## src/dca_pkg.sv

```systemverilog
// package: shared constants and the sequencer state type for the dma channel block
// assumes: one system clock, registers reached over axi4-lite with 32-bit data
package dca_pkg;

    // ----------------------------------------------------------------
    // sizes
    // ----------------------------------------------------------------
    localparam int NCH = 32;
    localparam int CW  = 5;
    localparam int AW  = 8;
    localparam int W_N = 10;
    localparam int W_C = 11;

    // ----------------------------------------------------------------
    // register byte addresses
    // ----------------------------------------------------------------
    localparam logic [AW-1:0] A_STATUS = 8'h00;
    localparam logic [AW-1:0] A_BASE   = 8'h04;
    localparam logic [AW-1:0] A_ENSET  = 8'h08;
    localparam logic [AW-1:0] A_ENCLR  = 8'h0c;
    localparam logic [AW-1:0] A_PRSET  = 8'h10;
    localparam logic [AW-1:0] A_PRCLR  = 8'h14;
    localparam logic [AW-1:0] A_UBSET  = 8'h18;
    localparam logic [AW-1:0] A_UBCLR  = 8'h1c;
    localparam logic [AW-1:0] A_ALTSET = 8'h20;
    localparam logic [AW-1:0] A_ALTCLR = 8'h24;

    // ----------------------------------------------------------------
    // control table layout
    // ----------------------------------------------------------------
    localparam int         BASE_LSB = 10;
    localparam logic [3:0] OFS_SRC  = 4'h0;
    localparam logic [3:0] OFS_DST  = 4'h4;
    localparam logic [3:0] OFS_CTL  = 4'h8;

    // ----------------------------------------------------------------
    // control word fields
    // ----------------------------------------------------------------
    localparam int         F_MODE    = 0;
    localparam int         F_UB      = 3;
    localparam int         F_N       = 4;
    localparam int         F_ARB     = 14;
    localparam int         F_SSIZE   = 24;
    localparam int         F_SINC    = 26;
    localparam int         F_DSIZE   = 28;
    localparam int         F_DINC    = 30;
    localparam logic [2:0] MODE_STOP = 3'h0;
    localparam logic [1:0] INC_NONE  = 2'h3;
    localparam logic [3:0] ARB_MAX   = 4'ha;

    // ----------------------------------------------------------------
    // bus answers, status fields, reset values
    // ----------------------------------------------------------------
    localparam logic [1:0]  RESP_OKAY   = 2'h0;
    localparam logic [1:0]  RESP_SLVERR = 2'h2;
    localparam int          ST_BUSY     = 0;
    localparam int          ST_CH       = 8;
    localparam logic [31:0] RST_WORD    = 32'h0000_0000;

    typedef enum logic [2:0] {
        DCA_IDLE = 3'b000,
        DCA_RCTL = 3'b001,
        DCA_RSRC = 3'b011,
        DCA_RDST = 3'b010,
        DCA_XRD  = 3'b110,
        DCA_XWR  = 3'b111,
        DCA_WBCK = 3'b101
    } dca_state_e;

endpackage

```

## src/dca_arb.sv

```systemverilog
// holds: fixed two-level channel priority picker
// assumes: requests already qualified by enable and request type
`timescale 1ns/1ns
module dca_arb #(
    parameter int N  = 32,
    parameter int IW = 5
) (
    // qualified requests and their priority bits
    input  wire logic [N-1:0]  req,
    input  wire logic [N-1:0]  hi,
    // winner
    output logic               gnt_valid,
    output logic [IW-1:0]      gnt_idx
);

    // ----------------------------------------------------------------
    // lowest set index wins
    // ----------------------------------------------------------------
    function automatic logic [IW-1:0] first_set(input logic [N-1:0] v);
        logic [IW-1:0] r;
        r = '0;
        for (int i = N - 1; i >= 0; i--) begin
            if (v[i]) begin
                r = IW'(i);
            end
        end
        return r;
    endfunction

    wire logic [N-1:0] hreq;
    wire logic [N-1:0] pick;

    assign hreq      = req & hi;
    assign pick      = (|hreq) ? hreq : req;
    assign gnt_valid = |req;
    assign gnt_idx   = first_set(pick);

endmodule

```

## src/dca_top.sv

```systemverilog
// holds: dma channel arbitration, request handling and control table walker
// assumes: axi4-lite master for registers, word memory port shared with a cpu
//
// Function
// - channel 0 highest, higher numbers lower
// - high-priority bit beats every default channel
// - among high channels, lower number wins
// - priority set and clear via separate registers
// - service highest priority pending request
// - per-channel burst size one to 1024
// - rearbitrate after each burst
// - processor always wins the bus
// - burst request takes precedence over single
// - single request moves exactly one item
// - burst moves min of size, remaining
// - burst-only bit ignores single requests
// - primary at channel times 16, alternate plus 0x200
// - source, destination, control words at 0,4,8
// - end pointers inclusive, fixed when non-incrementing
// - control word holds sizes, counts, flag, mode
// - write back count and mode, zero and stop
// - never write the end pointers
// - enable set/clear registers, cleared on completion
// - stop mode does nothing and disables
// - per-channel completion pulse
`timescale 1ns/1ns
module dca_top
    import dca_pkg::*;
(
    // clock, reset, enable
    input  wire logic                  clk_sys,
    input  wire logic                  resetn,
    input  wire logic                  ce,
    // axi4-lite slave
    input  wire logic [dca_pkg::AW-1:0] s_axi_awaddr,
    input  wire logic                  s_axi_awvalid,
    output logic                       s_axi_awready,
    input  wire logic [31:0]           s_axi_wdata,
    input  wire logic [3:0]            s_axi_wstrb,
    input  wire logic                  s_axi_wvalid,
    output logic                       s_axi_wready,
    output logic [1:0]                 s_axi_bresp,
    output logic                       s_axi_bvalid,
    input  wire logic                  s_axi_bready,
    input  wire logic [dca_pkg::AW-1:0] s_axi_araddr,
    input  wire logic                  s_axi_arvalid,
    output logic                       s_axi_arready,
    output logic [31:0]                s_axi_rdata,
    output logic [1:0]                 s_axi_rresp,
    output logic                       s_axi_rvalid,
    input  wire logic                  s_axi_rready,
    // peripheral request pins
    input  wire logic [dca_pkg::NCH-1:0] dma_sreq,
    input  wire logic [dca_pkg::NCH-1:0] dma_breq,
    // shared memory port
    input  wire logic                  cpu_busy,
    output logic                       mem_req,
    output logic                       mem_we,
    output logic [31:0]                mem_addr,
    output logic [31:0]                mem_wdata,
    input  wire logic [31:0]           mem_rdata,
    input  wire logic                  mem_ack,
    // completion pulses
    output logic [dca_pkg::NCH-1:0]    dma_done
);
    import dca_pkg::*;

    // ----------------------------------------------------------------
    // item address from inclusive end pointer
    // ----------------------------------------------------------------
    function automatic logic [31:0] item_addr(input logic [31:0] endp,
                                              input logic [1:0] inc,
                                              input logic [W_C-1:0] left);
        logic [31:0] back;
        back = 32'(left - 11'h001) << inc;
        return (inc == INC_NONE) ? endp : endp - back;
    endfunction

    // ----------------------------------------------------------------
    // state
    // ----------------------------------------------------------------
    logic [NCH-1:0] sreq_m_q, sreq_s_q, breq_m_q, breq_s_q;
    logic [NCH-1:0] en_q, prio_q, ub_q, alt_q, done_q;
    logic [31:0]    base_q, ctl_q, src_q, dst_q, data_q;
    logic [CW-1:0]  ch_q;
    logic           burst_q;
    logic [W_C-1:0] left_q, todo_q;
    dca_state_e     st_q;
    logic           mreq_q, mwe_q;
    logic [31:0]    maddr_q, mwdata_q;
    logic           awr_q, wr_q, bv_q, arr_q, rv_q;
    logic [1:0]     bresp_q, rresp_q;
    logic [31:0]    rdata_q;

    // ----------------------------------------------------------------
    // register bus decode
    // ----------------------------------------------------------------
    wire logic [31:0]  wmask = {{8{s_axi_wstrb[3]}}, {8{s_axi_wstrb[2]}},
                                {8{s_axi_wstrb[1]}}, {8{s_axi_wstrb[0]}}};
    wire logic [31:0]  wdm    = s_axi_wdata & wmask;
    wire logic         wr_go  = s_axi_awvalid & s_axi_wvalid & ~awr_q & ~bv_q;
    wire logic         wr_fire = awr_q & wr_q & s_axi_awvalid & s_axi_wvalid;
    wire logic         rd_go  = s_axi_arvalid & ~arr_q & ~rv_q;
    wire logic         rd_fire = arr_q & s_axi_arvalid;
    wire logic         w_ens  = wr_fire & (s_axi_awaddr == A_ENSET);
    wire logic         w_enc  = wr_fire & (s_axi_awaddr == A_ENCLR);
    wire logic         w_prs  = wr_fire & (s_axi_awaddr == A_PRSET);
    wire logic         w_prc  = wr_fire & (s_axi_awaddr == A_PRCLR);
    wire logic         w_ubs  = wr_fire & (s_axi_awaddr == A_UBSET);
    wire logic         w_ubc  = wr_fire & (s_axi_awaddr == A_UBCLR);
    wire logic         w_als  = wr_fire & (s_axi_awaddr == A_ALTSET);
    wire logic         w_alc  = wr_fire & (s_axi_awaddr == A_ALTCLR);
    wire logic         w_base = wr_fire & (s_axi_awaddr == A_BASE);
    wire logic [31:0]  set_m  = wdm;    // zero bits leave settings alone

    wire logic w_hit = (s_axi_awaddr <= A_ALTCLR) && (s_axi_awaddr[1:0] == 2'h0)
                       && (s_axi_awaddr != A_STATUS);
    wire logic r_hit = (s_axi_araddr <= A_ALTCLR) && (s_axi_araddr[1:0] == 2'h0);
    logic [31:0] rsel;
    always_comb begin
        unique case (s_axi_araddr)
            A_STATUS: rsel = {19'h0, ch_q, 7'h0, st_q != DCA_IDLE};
            A_BASE:   rsel = base_q;
            A_ENSET,
            A_ENCLR:  rsel = en_q;
            A_PRSET,
            A_PRCLR:  rsel = prio_q;
            A_UBSET,
            A_UBCLR:  rsel = ub_q;
            A_ALTSET,
            A_ALTCLR: rsel = alt_q;
            default:  rsel = RST_WORD;
        endcase
    end

    // ----------------------------------------------------------------
    // request qualification and arbitration
    // ----------------------------------------------------------------
    wire logic [NCH-1:0] elig = en_q & (breq_s_q | (sreq_s_q & ~ub_q));
    wire logic           gnt_v;
    wire logic [CW-1:0]  gnt_idx;

    dca_arb #(.N(NCH), .IW(CW)) u_arb (
        .req       (elig),
        .hi        (prio_q),
        .gnt_valid (gnt_v),
        .gnt_idx   (gnt_idx)
    );

    // ----------------------------------------------------------------
    // sequencer datapath
    // ----------------------------------------------------------------
    wire logic          idle  = (st_q == DCA_IDLE);
    wire logic          fire  = mreq_q & mem_ack;
    wire logic [31:0]   tbl   = {base_q[31:BASE_LSB], alt_q[ch_q], ch_q, 4'h0};
    wire logic [3:0]    arb_r = mem_rdata[F_ARB+:4] > ARB_MAX ? ARB_MAX
                                : mem_rdata[F_ARB+:4];
    wire logic [W_C-1:0] arbn = 11'h001 << arb_r;
    wire logic [W_C-1:0] n_rd = W_C'(mem_rdata[F_N+:W_N]) + 11'h001;
    wire logic [W_C-1:0] todo_d = ~burst_q ? 11'h001
                                  : (arbn < n_rd ? arbn : n_rd);
    wire logic           stop_rd = mem_rdata[F_MODE+:3] == MODE_STOP;
    wire logic           last  = (left_q == 11'h000);
    wire logic [W_N-1:0] n_wb  = last ? 10'h000 : W_N'(left_q - 11'h001);
    wire logic [2:0]     m_wb  = last ? MODE_STOP : ctl_q[F_MODE+:3];
    wire logic [31:0]    ctl_wb = {ctl_q[31:F_N+W_N], n_wb, ctl_q[F_MODE+3+:1], m_wb};
    wire logic [NCH-1:0] ch_bit = NCH'(1) << ch_q;
    wire logic [NCH-1:0] hw_clr = (fire && ((st_q == DCA_RCTL && stop_rd)
                                  || (st_q == DCA_WBCK && last))) ? ch_bit : '0;

    logic [31:0] addr_d;
    logic        we_d;
    always_comb begin
        we_d = 1'b0;
        unique case (st_q)
            DCA_RCTL: addr_d = tbl | 32'(OFS_CTL);
            DCA_RSRC: addr_d = tbl | 32'(OFS_SRC);
            DCA_RDST: addr_d = tbl | 32'(OFS_DST);
            DCA_XRD:  addr_d = item_addr(src_q, ctl_q[F_SINC+:2], left_q);
            DCA_XWR: begin
                addr_d = item_addr(dst_q, ctl_q[F_DINC+:2], left_q);
                we_d   = 1'b1;
            end
            DCA_WBCK: begin
                addr_d = tbl | 32'(OFS_CTL);    // only the control word is written
                we_d   = 1'b1;
            end
            default:  addr_d = RST_WORD;
        endcase
    end

    // ----------------------------------------------------------------
    // pin synchronisers
    // ----------------------------------------------------------------
    always_ff @(posedge clk_sys or negedge resetn) begin
        if (!resetn) begin
            sreq_m_q <= '0;
            sreq_s_q <= '0;
            breq_m_q <= '0;
            breq_s_q <= '0;
        end else if (ce) begin
            sreq_m_q <= dma_sreq;
            sreq_s_q <= sreq_m_q;
            breq_m_q <= dma_breq;
            breq_s_q <= breq_m_q;
        end
    end

    // ----------------------------------------------------------------
    // channel setting registers
    // ----------------------------------------------------------------
    always_ff @(posedge clk_sys or negedge resetn) begin
        if (!resetn) begin
            en_q   <= '0;
            prio_q <= '0;
            ub_q   <= '0;
            alt_q  <= '0;
            base_q <= RST_WORD;
        end else if (ce) begin
            en_q   <= (en_q & ~hw_clr & ~(w_enc ? set_m : '0)) | (w_ens ? set_m : '0);
            prio_q <= (prio_q & ~(w_prc ? set_m : '0)) | (w_prs ? set_m : '0);
            ub_q   <= (ub_q & ~(w_ubc ? set_m : '0)) | (w_ubs ? set_m : '0);
            alt_q  <= (alt_q & ~(w_alc ? set_m : '0)) | (w_als ? set_m : '0);
            if (w_base) begin
                base_q <= ((base_q & ~wmask) | wdm) & {{22{1'b1}}, 10'h000};
            end
        end
    end

    // ----------------------------------------------------------------
    // axi4-lite handshakes
    // ----------------------------------------------------------------
    always_ff @(posedge clk_sys or negedge resetn) begin
        if (!resetn) begin
            awr_q   <= 1'b0;
            wr_q    <= 1'b0;
            bv_q    <= 1'b0;
            bresp_q <= RESP_OKAY;
            arr_q   <= 1'b0;
            rv_q    <= 1'b0;
            rresp_q <= RESP_OKAY;
            rdata_q <= RST_WORD;
        end else if (ce) begin
            awr_q <= wr_go;
            wr_q  <= wr_go;
            arr_q <= rd_go;
            if (wr_fire) begin
                bv_q    <= 1'b1;
                bresp_q <= w_hit ? RESP_OKAY : RESP_SLVERR;
            end else if (s_axi_bready) begin
                bv_q <= 1'b0;
            end
            if (rd_fire) begin
                rv_q    <= 1'b1;
                rdata_q <= r_hit ? rsel : RST_WORD;
                rresp_q <= r_hit ? RESP_OKAY : RESP_SLVERR;
            end else if (s_axi_rready) begin
                rv_q <= 1'b0;
            end
        end
    end

    // ----------------------------------------------------------------
    // sequencer
    // ----------------------------------------------------------------
    always_ff @(posedge clk_sys or negedge resetn) begin
        if (!resetn) begin
            st_q    <= DCA_IDLE;
            ch_q    <= '0;
            burst_q <= 1'b0;
            ctl_q   <= RST_WORD;
            src_q   <= RST_WORD;
            dst_q   <= RST_WORD;
            data_q  <= RST_WORD;
            left_q  <= '0;
            todo_q  <= '0;
            done_q  <= '0;
        end else if (ce) begin
            done_q <= (fire && st_q == DCA_WBCK && last) ? ch_bit : '0;
            unique case (st_q)
                DCA_IDLE: if (gnt_v) begin
                    ch_q    <= gnt_idx;
                    burst_q <= breq_s_q[gnt_idx];
                    st_q    <= DCA_RCTL;
                end
                DCA_RCTL: if (fire) begin
                    ctl_q  <= mem_rdata;
                    left_q <= n_rd;
                    todo_q <= todo_d;
                    st_q   <= stop_rd ? DCA_IDLE : DCA_RSRC;
                end
                DCA_RSRC: if (fire) begin
                    src_q <= mem_rdata;
                    st_q  <= DCA_RDST;
                end
                DCA_RDST: if (fire) begin
                    dst_q <= mem_rdata;
                    st_q  <= DCA_XRD;
                end
                DCA_XRD: if (fire) begin
                    data_q <= mem_rdata;
                    st_q   <= DCA_XWR;
                end
                DCA_XWR: if (fire) begin
                    left_q <= left_q - 11'h001;
                    todo_q <= todo_q - 11'h001;
                    st_q   <= (todo_q == 11'h001 || left_q == 11'h001)
                              ? DCA_WBCK : DCA_XRD;
                end
                DCA_WBCK: if (fire) begin
                    st_q <= DCA_IDLE;
                end
                default: st_q <= DCA_IDLE;
            endcase
        end
    end

    // ----------------------------------------------------------------
    // memory port, yields to the processor
    // ----------------------------------------------------------------
    always_ff @(posedge clk_sys or negedge resetn) begin
        if (!resetn) begin
            mreq_q   <= 1'b0;
            mwe_q    <= 1'b0;
            maddr_q  <= RST_WORD;
            mwdata_q <= RST_WORD;
        end else if (ce) begin
            mreq_q   <= ~idle & ~cpu_busy & ~fire;
            mwe_q    <= we_d;
            maddr_q  <= addr_d;
            mwdata_q <= (st_q == DCA_WBCK) ? ctl_wb : data_q;
        end
    end

    // ----------------------------------------------------------------
    // outputs
    // ----------------------------------------------------------------
    assign s_axi_awready = awr_q;
    assign s_axi_wready  = wr_q;
    assign s_axi_bvalid  = bv_q;
    assign s_axi_bresp   = bresp_q;
    assign s_axi_arready = arr_q;
    assign s_axi_rvalid  = rv_q;
    assign s_axi_rdata   = rdata_q;
    assign s_axi_rresp   = rresp_q;
    assign mem_req       = mreq_q;
    assign mem_we        = mwe_q;
    assign mem_addr      = maddr_q;
    assign mem_wdata     = mwdata_q;
    assign dma_done      = done_q;

    wire logic hi_any = |(elig & prio_q);
    wire logic [NCH-1:0] cls = hi_any ? (elig & prio_q) : elig;
endmodule

```

## config.mk

```make
export PLATFORM = sky130hd
export DESIGN_NAME = dca_top
export DESIGN_NICKNAME = d
export VERILOG_FILES = /design/src/dca_pkg.sv /design/src/dca_arb.sv /design/src/dca_top.sv
export SDC_FILE = /design/constraint.sdc
export NUM_CORES = 1
export LEC_CHECK = 0
export ABC_AREA = 1
export BUFFER_PORTS_ARGS = -buffer_cell sky130_fd_sc_hd__buf_2
export CAP_MARGIN = 5
export CORE_MARGIN = 5
export CORE_UTILIZATION = 45
export DETAILED_ROUTE_END_ITERATION = 10
export PLACE_DENSITY_LB_ADDON = 0.3
export SLEW_MARGIN = 20
export SYNTH_ARGS = -nofsm -noshare
export SYNTH_HDL_FRONTEND = slang
export SYNTH_SLANG_ARGS = --single-unit
```

## constraint.sdc

```tcl
create_clock -name clk_sys -period 11.38 [get_ports clk_sys]
set_input_delay 2.276 -clock clk_sys [delete_from_list [all_inputs] [get_ports clk_sys]]
set_output_delay 2.276 -clock clk_sys [all_outputs]
set_load 0.01 [all_outputs]
```

Word level (Yosys, flattened, before mapping). Cells that the tools add are included.

$add $sub $neg: 6. Magnitude comparators: 6. Equality and inequality tests: 35. Shift-type cells: 4. Multiplexer cells: 81. Bitwise logic cells: 50. Reduce and logical (&&, ||, !) cells: 41.

Operators by type and width (count): 2-to-1 mux 32 bit (15); AND 32 bit (10); NOT 32 bit (7); OR 32 bit (6); one-hot mux 32 bit (6 select lines) (1); 2-to-1 mux 5 bit (32); one-hot mux 32 bit (5 select lines) (1); 2-to-1 mux 11 bit (6); equality test 8 x 5 -> 1 bit, second input constant (8); OR reduction 32 bit (2); left shift 32 x 2 -> 32 bit (2); subtractor 32 bit (2); one-hot mux 11 bit (2 select lines) (2); equality test 8 x 4 -> 1 bit, second input constant (4); equality test 8 x 6 -> 1 bit, second input constant (4); left shift 1 x 5 -> 32 bit, first input constant (1); 2-to-1 mux 3 bit (8); equality test 11 x 1 -> 1 bit, second input constant (2); subtractor 11 x 1 -> 11 bit, second input constant (2); one-hot mux 3 bit (7 select lines) (1); AND 1 bit (20); equality test 8 x 3 -> 1 bit, second input constant (2); <= comparator 8 x 6 -> 1 bit, second input constant (2); AND reduction 3 bit (5); other kinds (30) (78).

Bits in registers: 575. Output and inout bits: 139. Logic and storage cells: 253.

Depth between registers and ports, before layout.
Depth after elaboration: 41. Depth in mapped cells: 50.

Modules after synthesis. Synthesis repeated with hierarchy kept, for this count alone.

Cell total of the unflattened synthesis: 4659. Area total of the unflattened synthesis: 33005.4 um2.

By module, submodules not included: dca_top (times used 1, cells an instance 4420, area each 31985.7 um2); dca_arb (times used 1, cells an instance 239, area each 1019.7 um2).

Least setup slack after synthesis. Ideal clock, no wire load.

Path type: input port to flip-flop. Start point: in mem_rdata[7]. End point: reg todo_q[1]. Arrival: 4613 ps. Data required time: 11250 ps. Path slack: 6637 ps. Stages: 15. Cells stage by stage: inv_1 nor4_1 nand4_1 nor3_1 xor2_1 ha_1 nand2_1 nor2_1 a2111oi_0 nand2_1 clkbuf_1 o21ai_0 o21ai_0 nand2_1 o21ai_0.

Word-level cells in the longest chain between the ends: 6.

Ends and longest elaborated chain: start: declaration (RTL line dca_top.sv:61) `input wire logic [31:0] mem_rdata,`; adder 10 x 1 -> 11 bit (RTL line dca_top.sv:159) `wire logic [W_C-1:0] n_rd = W_C'(mem_rdata[F_N+:W_N]) + 11'h001;`; less-than comparator 11 bit (RTL line dca_top.sv:161) `: (arbn < n_rd ? arbn : n_rd);`; 2-to-1 mux 11 bit (RTL line dca_top.sv:161); 2-to-1 mux 11 bit (RTL line dca_top.sv:160) `wire logic [W_C-1:0] todo_d = ~burst_q ? 11'h001`; 2-to-1 mux 11 bit (RTL line dca_top.sv:286) `DCA_RCTL: if (fire) begin`; one-hot mux 11 bit (2 select lines) (RTL line dca_top.sv:280) `unique case (st_q)`; end signal: assignment (RTL line dca_top.sv:289) `todo_q <= todo_d;`; end signal: assignment (RTL line dca_top.sv:306) `todo_q <= todo_q - 11'h001;`; end: declaration (RTL line dca_top.sv:87) `logic [W_C-1:0] left_q, todo_q;`.

Every way passes these cells. The select of a mux whose other input is x is not followed. A chain may end at the register's enable or synchronous reset.

Final worst setup path.
Start point: reg left_q[0]. End point: reg maddr_q[30], in the netlist mem_addr[30].

Word-level cells in the longest chain between the ends: 5. Elaborated cells on any way between the ends: 8. Classes of those cells: 3 x add/sub; 2 x shift; 3 x mux.

Ends and longest elaborated chain: start: declaration (RTL line dca_top.sv:87); start signal: assignment (RTL line dca_top.sv:288) `left_q <= n_rd;`; start signal: assignment (RTL line dca_top.sv:305) `left_q <= left_q - 11'h001;`; subtractor 11 x 1 -> 12 bit (*) (RTL line dca_top.sv:75) `back = 32'(left - 11'h001) << inc;`; left shift 32 x 2 -> 32 bit (RTL line dca_top.sv:75); subtractor 32 bit (RTL line dca_top.sv:76) `return (inc == INC_NONE) ? endp : endp - back;`; 2-to-1 mux 32 bit (RTL line dca_top.sv:76); one-hot mux 32 bit (5 select lines) (*) (RTL line dca_top.sv:175) `unique case (st_q)`; end signal: assignment (RTL line dca_top.sv:330) `maddr_q <= addr_d;`; end: declaration (RTL line dca_top.sv:90) `logic [31:0] maddr_q, mwdata_q;`.

Mark *: on every way between the ends. The rest lies on a longest branch, timed or not.

==> results.toml <==
[logic_synthesis]
synthTopCellsByCount = "nand2_1, o21ai_0, dfrtp_1, inv_1, nor2_1"
synth_cell_types = 59
synth_seq_cells = 563
yosysWarnings = 0
synth_area_leaders = "dfrtp_1, nand2_1, o21ai_0"
yosysMostFrequentCell = "nand2_1"
avgSynthCellArea_sq_um = 7.679
yosysTopAreaCellShare_pct = 46.26
syn_area_sq_um = 30460
yosysSeqAreaShare_pct = 46.26
synth_edf_count = 0
synthArstFlopShare_pct = 100.0
synth_cells = 3966
synthFlopType = "dfrtp_1"
synth_area_leader_cell = "dfrtp_1"

[floorplanning]
io_pins = 297
initial_core_util_pct = 45.35
die-width_um = 270.2
die_area_sq_um = 72980
die_y_um = 270.2
core_area_sq_um = 67160
placementRows = 95

[clocking]
clkTransAtPathRegs_ns = 0.06
cts_hold_buf = 0
cts_inserted_buffers = 66
root_buffer = "clkbuf_16"
h-tree-depth = 3
cts_resized = 0
cts_setup_buffers = 0
cts_tree = "done"
clock_sink_count = 563
insertion_delay_ns = 0.63
clk_path_buf_depth = 3

[layout]
multiInputGateArea_sq_um = 14350
final-seq-area_sq_um = 14090
fill_cells = 6458
drive_above_1_share_pct = 13.08
syn2layout_area_growth_pct = 14.49
fin_nets = 4402
fin_util_pct = 51.92

[worst_setup_path]
cp_slowest_stage_delay_ns = 0.56
crit_arrival_ns = 5.94
start_kind = "flip-flop"
crit_fanout = 7
slowest_stage = "xor2_1"
critPathRequiredTime_ns = 11.88
end_kind = "flip-flop"
cpMostUsedCell = "nand2_1"
critPathKind = "reg2reg"

[flow_run]
drv_cap = 0

[route]
vias = 29300
routed_via_density = 5.760
drc = 0
drt_wl_total_um = 110000
drt_iter0_drc = 3479
drtAntennaViolNets = 0
drtPass1Iterations = 8
wl_per_cell_um = 21.63

[sta]
slew_violations = 0
period_needed_ns = 5.436
tightest_slew_ns = 1.236
setup_viol = 0
finClkSkew_ns = 0.03410
hold_viol_final = 0
max_slew_margin_pct = 17.27
finalCritPeriodShare_pct = 47.77
max_freq_mhz = 183.9
rsz0062_at_grt = "no"
setup-tns-final_ns = 0
worst_slack_ns = 5.944

[global_routing]
overflow = 0
grt_pass1_wl_um = 165900
first_global_vias = 27740
antenna_found_initial = 4
grt_max_degree = 167
grt_use_total_pct = 29.05

[pwr]
combPwrFrac_pct = 34.2
switching_power_mw = 2.737
p_per_area_nw_per_um2 = 209.1
ir_drop_mv = 0.1924
swShare_pct = 37.53
power.leakage_nw = 16.97
seq_power_share_pct = 35.5
clkPwrFrac_pct = 30.2
internal-power_mw = 4.555

[place]
finalWeightedCongestion = 1.003
hpwl_um = 79360
pre_cts_slack_ns = 5.855
port_buffers = 294

[worst_hold_path]
hold_class = "reg2reg"

[outcome]
outcome = "completed"
-- critical path: cells and delay by family, from the launching register on --
| family | cells | cell delay (ns) |
|---|---|---|
| AOI/OAI and AO/OA | 9 | 1.58 |
| xor gates and xnor gates | 2 | 0.70 |
| adders and majority gates | 1 | 0.38 |
| buffers and inverters | 3 | 0.35 |
| DFF | 1 | 0.40 |
| muxes | 1 | 0.15 |
| and+or+nand+nor | 19 | 1.76 |
-- registers in the layout (all words and copies together) (netlist names), 3 cells and up, named ones only --
signal,cells
alt_q,32
sreq_m_q,32
mem_wdata,32
dma_done,32
todo_q,11
ch_q,5
dst_q,32
breq_m_q,32
ub_q,32
s_axi_rdata,32
ctl_q,22
data_q,32
src_q,32
left_q,11
mem_addr,32
st_q,3
prio_q,32
breq_s_q,32
sreq_s_q,32
en_q,32
-- final cells by class --
type,instances,area share [%]
antenna,1,0.007176
timing repair buffer,338,5.314
clock buffer,86,5.361
sequential,563,40.40
tap,873,3.133
inverter,332,3.595
clock inverter,29,1.030
multi-input combinational,2864,41.16
-- kinds of logic (layout without fill, tap and decap cells) --
group / count (synthesis) / count (layout) / share of synthesized area, %
multiplexers: 30 / 30 / 1.076
AO/OA/AOI/OAI: 1036 / 1036 / 18.87
other: 1 / 3 / 0.01231
XOR/XNOR: 38 / 38 / 1.093
flip-flops: 563 / 563 / 46.26
AND/OR/NAND/NOR: 1679 / 1679 / 22.63
buffers and inverters: 540 / 785 / 6.766
adder cells (fa/ha/maj): 79 / 79 / 3.295
-- worst paths after layout --
kind,cells past startpoint,start,slack (ns),end
min reg2reg,2,breq_m_q[14],0.47,breq_m_q[14]
min in group asynchronous,1,resetn,1.74,dma_done[8]
min,2,breq_m_q[14],0.47,breq_m_q[14]
max reg2reg,35,left_q[0],5.94,mem_addr[30]
max in group asynchronous,3,resetn,7.21,sreq_s_q[20]
max,35,left_q[0],5.94,mem_addr[30]
-- layer usage --
metal / GRT usage, % / up-vias / wire length, um
met5: 0 / - / 40
met4: 15.07 / 6 / 7016
met3: 6.485 / 347 / 9581
met2: 46.38 / 1421 / 49880
met1: 37.20 / 13830 / 43500
li1: - / 13690 / -
-- placed cells by master (no fill, tap or decap), drive strengths merged, types with 14 or more instances in the layout --
master,n
dfrtp,563
mux2,22
a21oi,168
nand4,59
xnor2,14
xor2,24
o22ai,31
inv,329
a31oi,14
o221ai,46
ha,77
nand2,1129
clkinv,20
clkbuf,87
o211ai,25
buf,337
o21ai,675
nor3,22
nand3,205
nor2,244
-- power by group through the flow --
stage / logic [mW] / clock network (mW) / registers [mW]
6_report: 2.50 / 2.21 / 2.59
5_1_grt: 2.82 / 2.31 / 2.62
4_1_cts: 2.48 / 2.23 / 2.58
3_5_place_dp: 2.47 / 0 / 2.61
3_3_place_gp: 2.42 / 0 / 2.61
2_1_floorplan: 1.70 / 0 / 2.58
-- metrics by stage --
step	total power, mW	hold slack [ns]	instances	area, sq um
after floorplan	4.282	0.4422	3967	30460
after global placement	5.035	0.4565	4969	32610
after detailed placement	5.080	0.4593	4969	32610
after CTS	7.299	0.4745	5084	34830
after global routing	7.752	0.4897	5085	34870
final	7.291	0.4686	5086	34870
No activity file was read; power rests on OpenSTA's default activity.
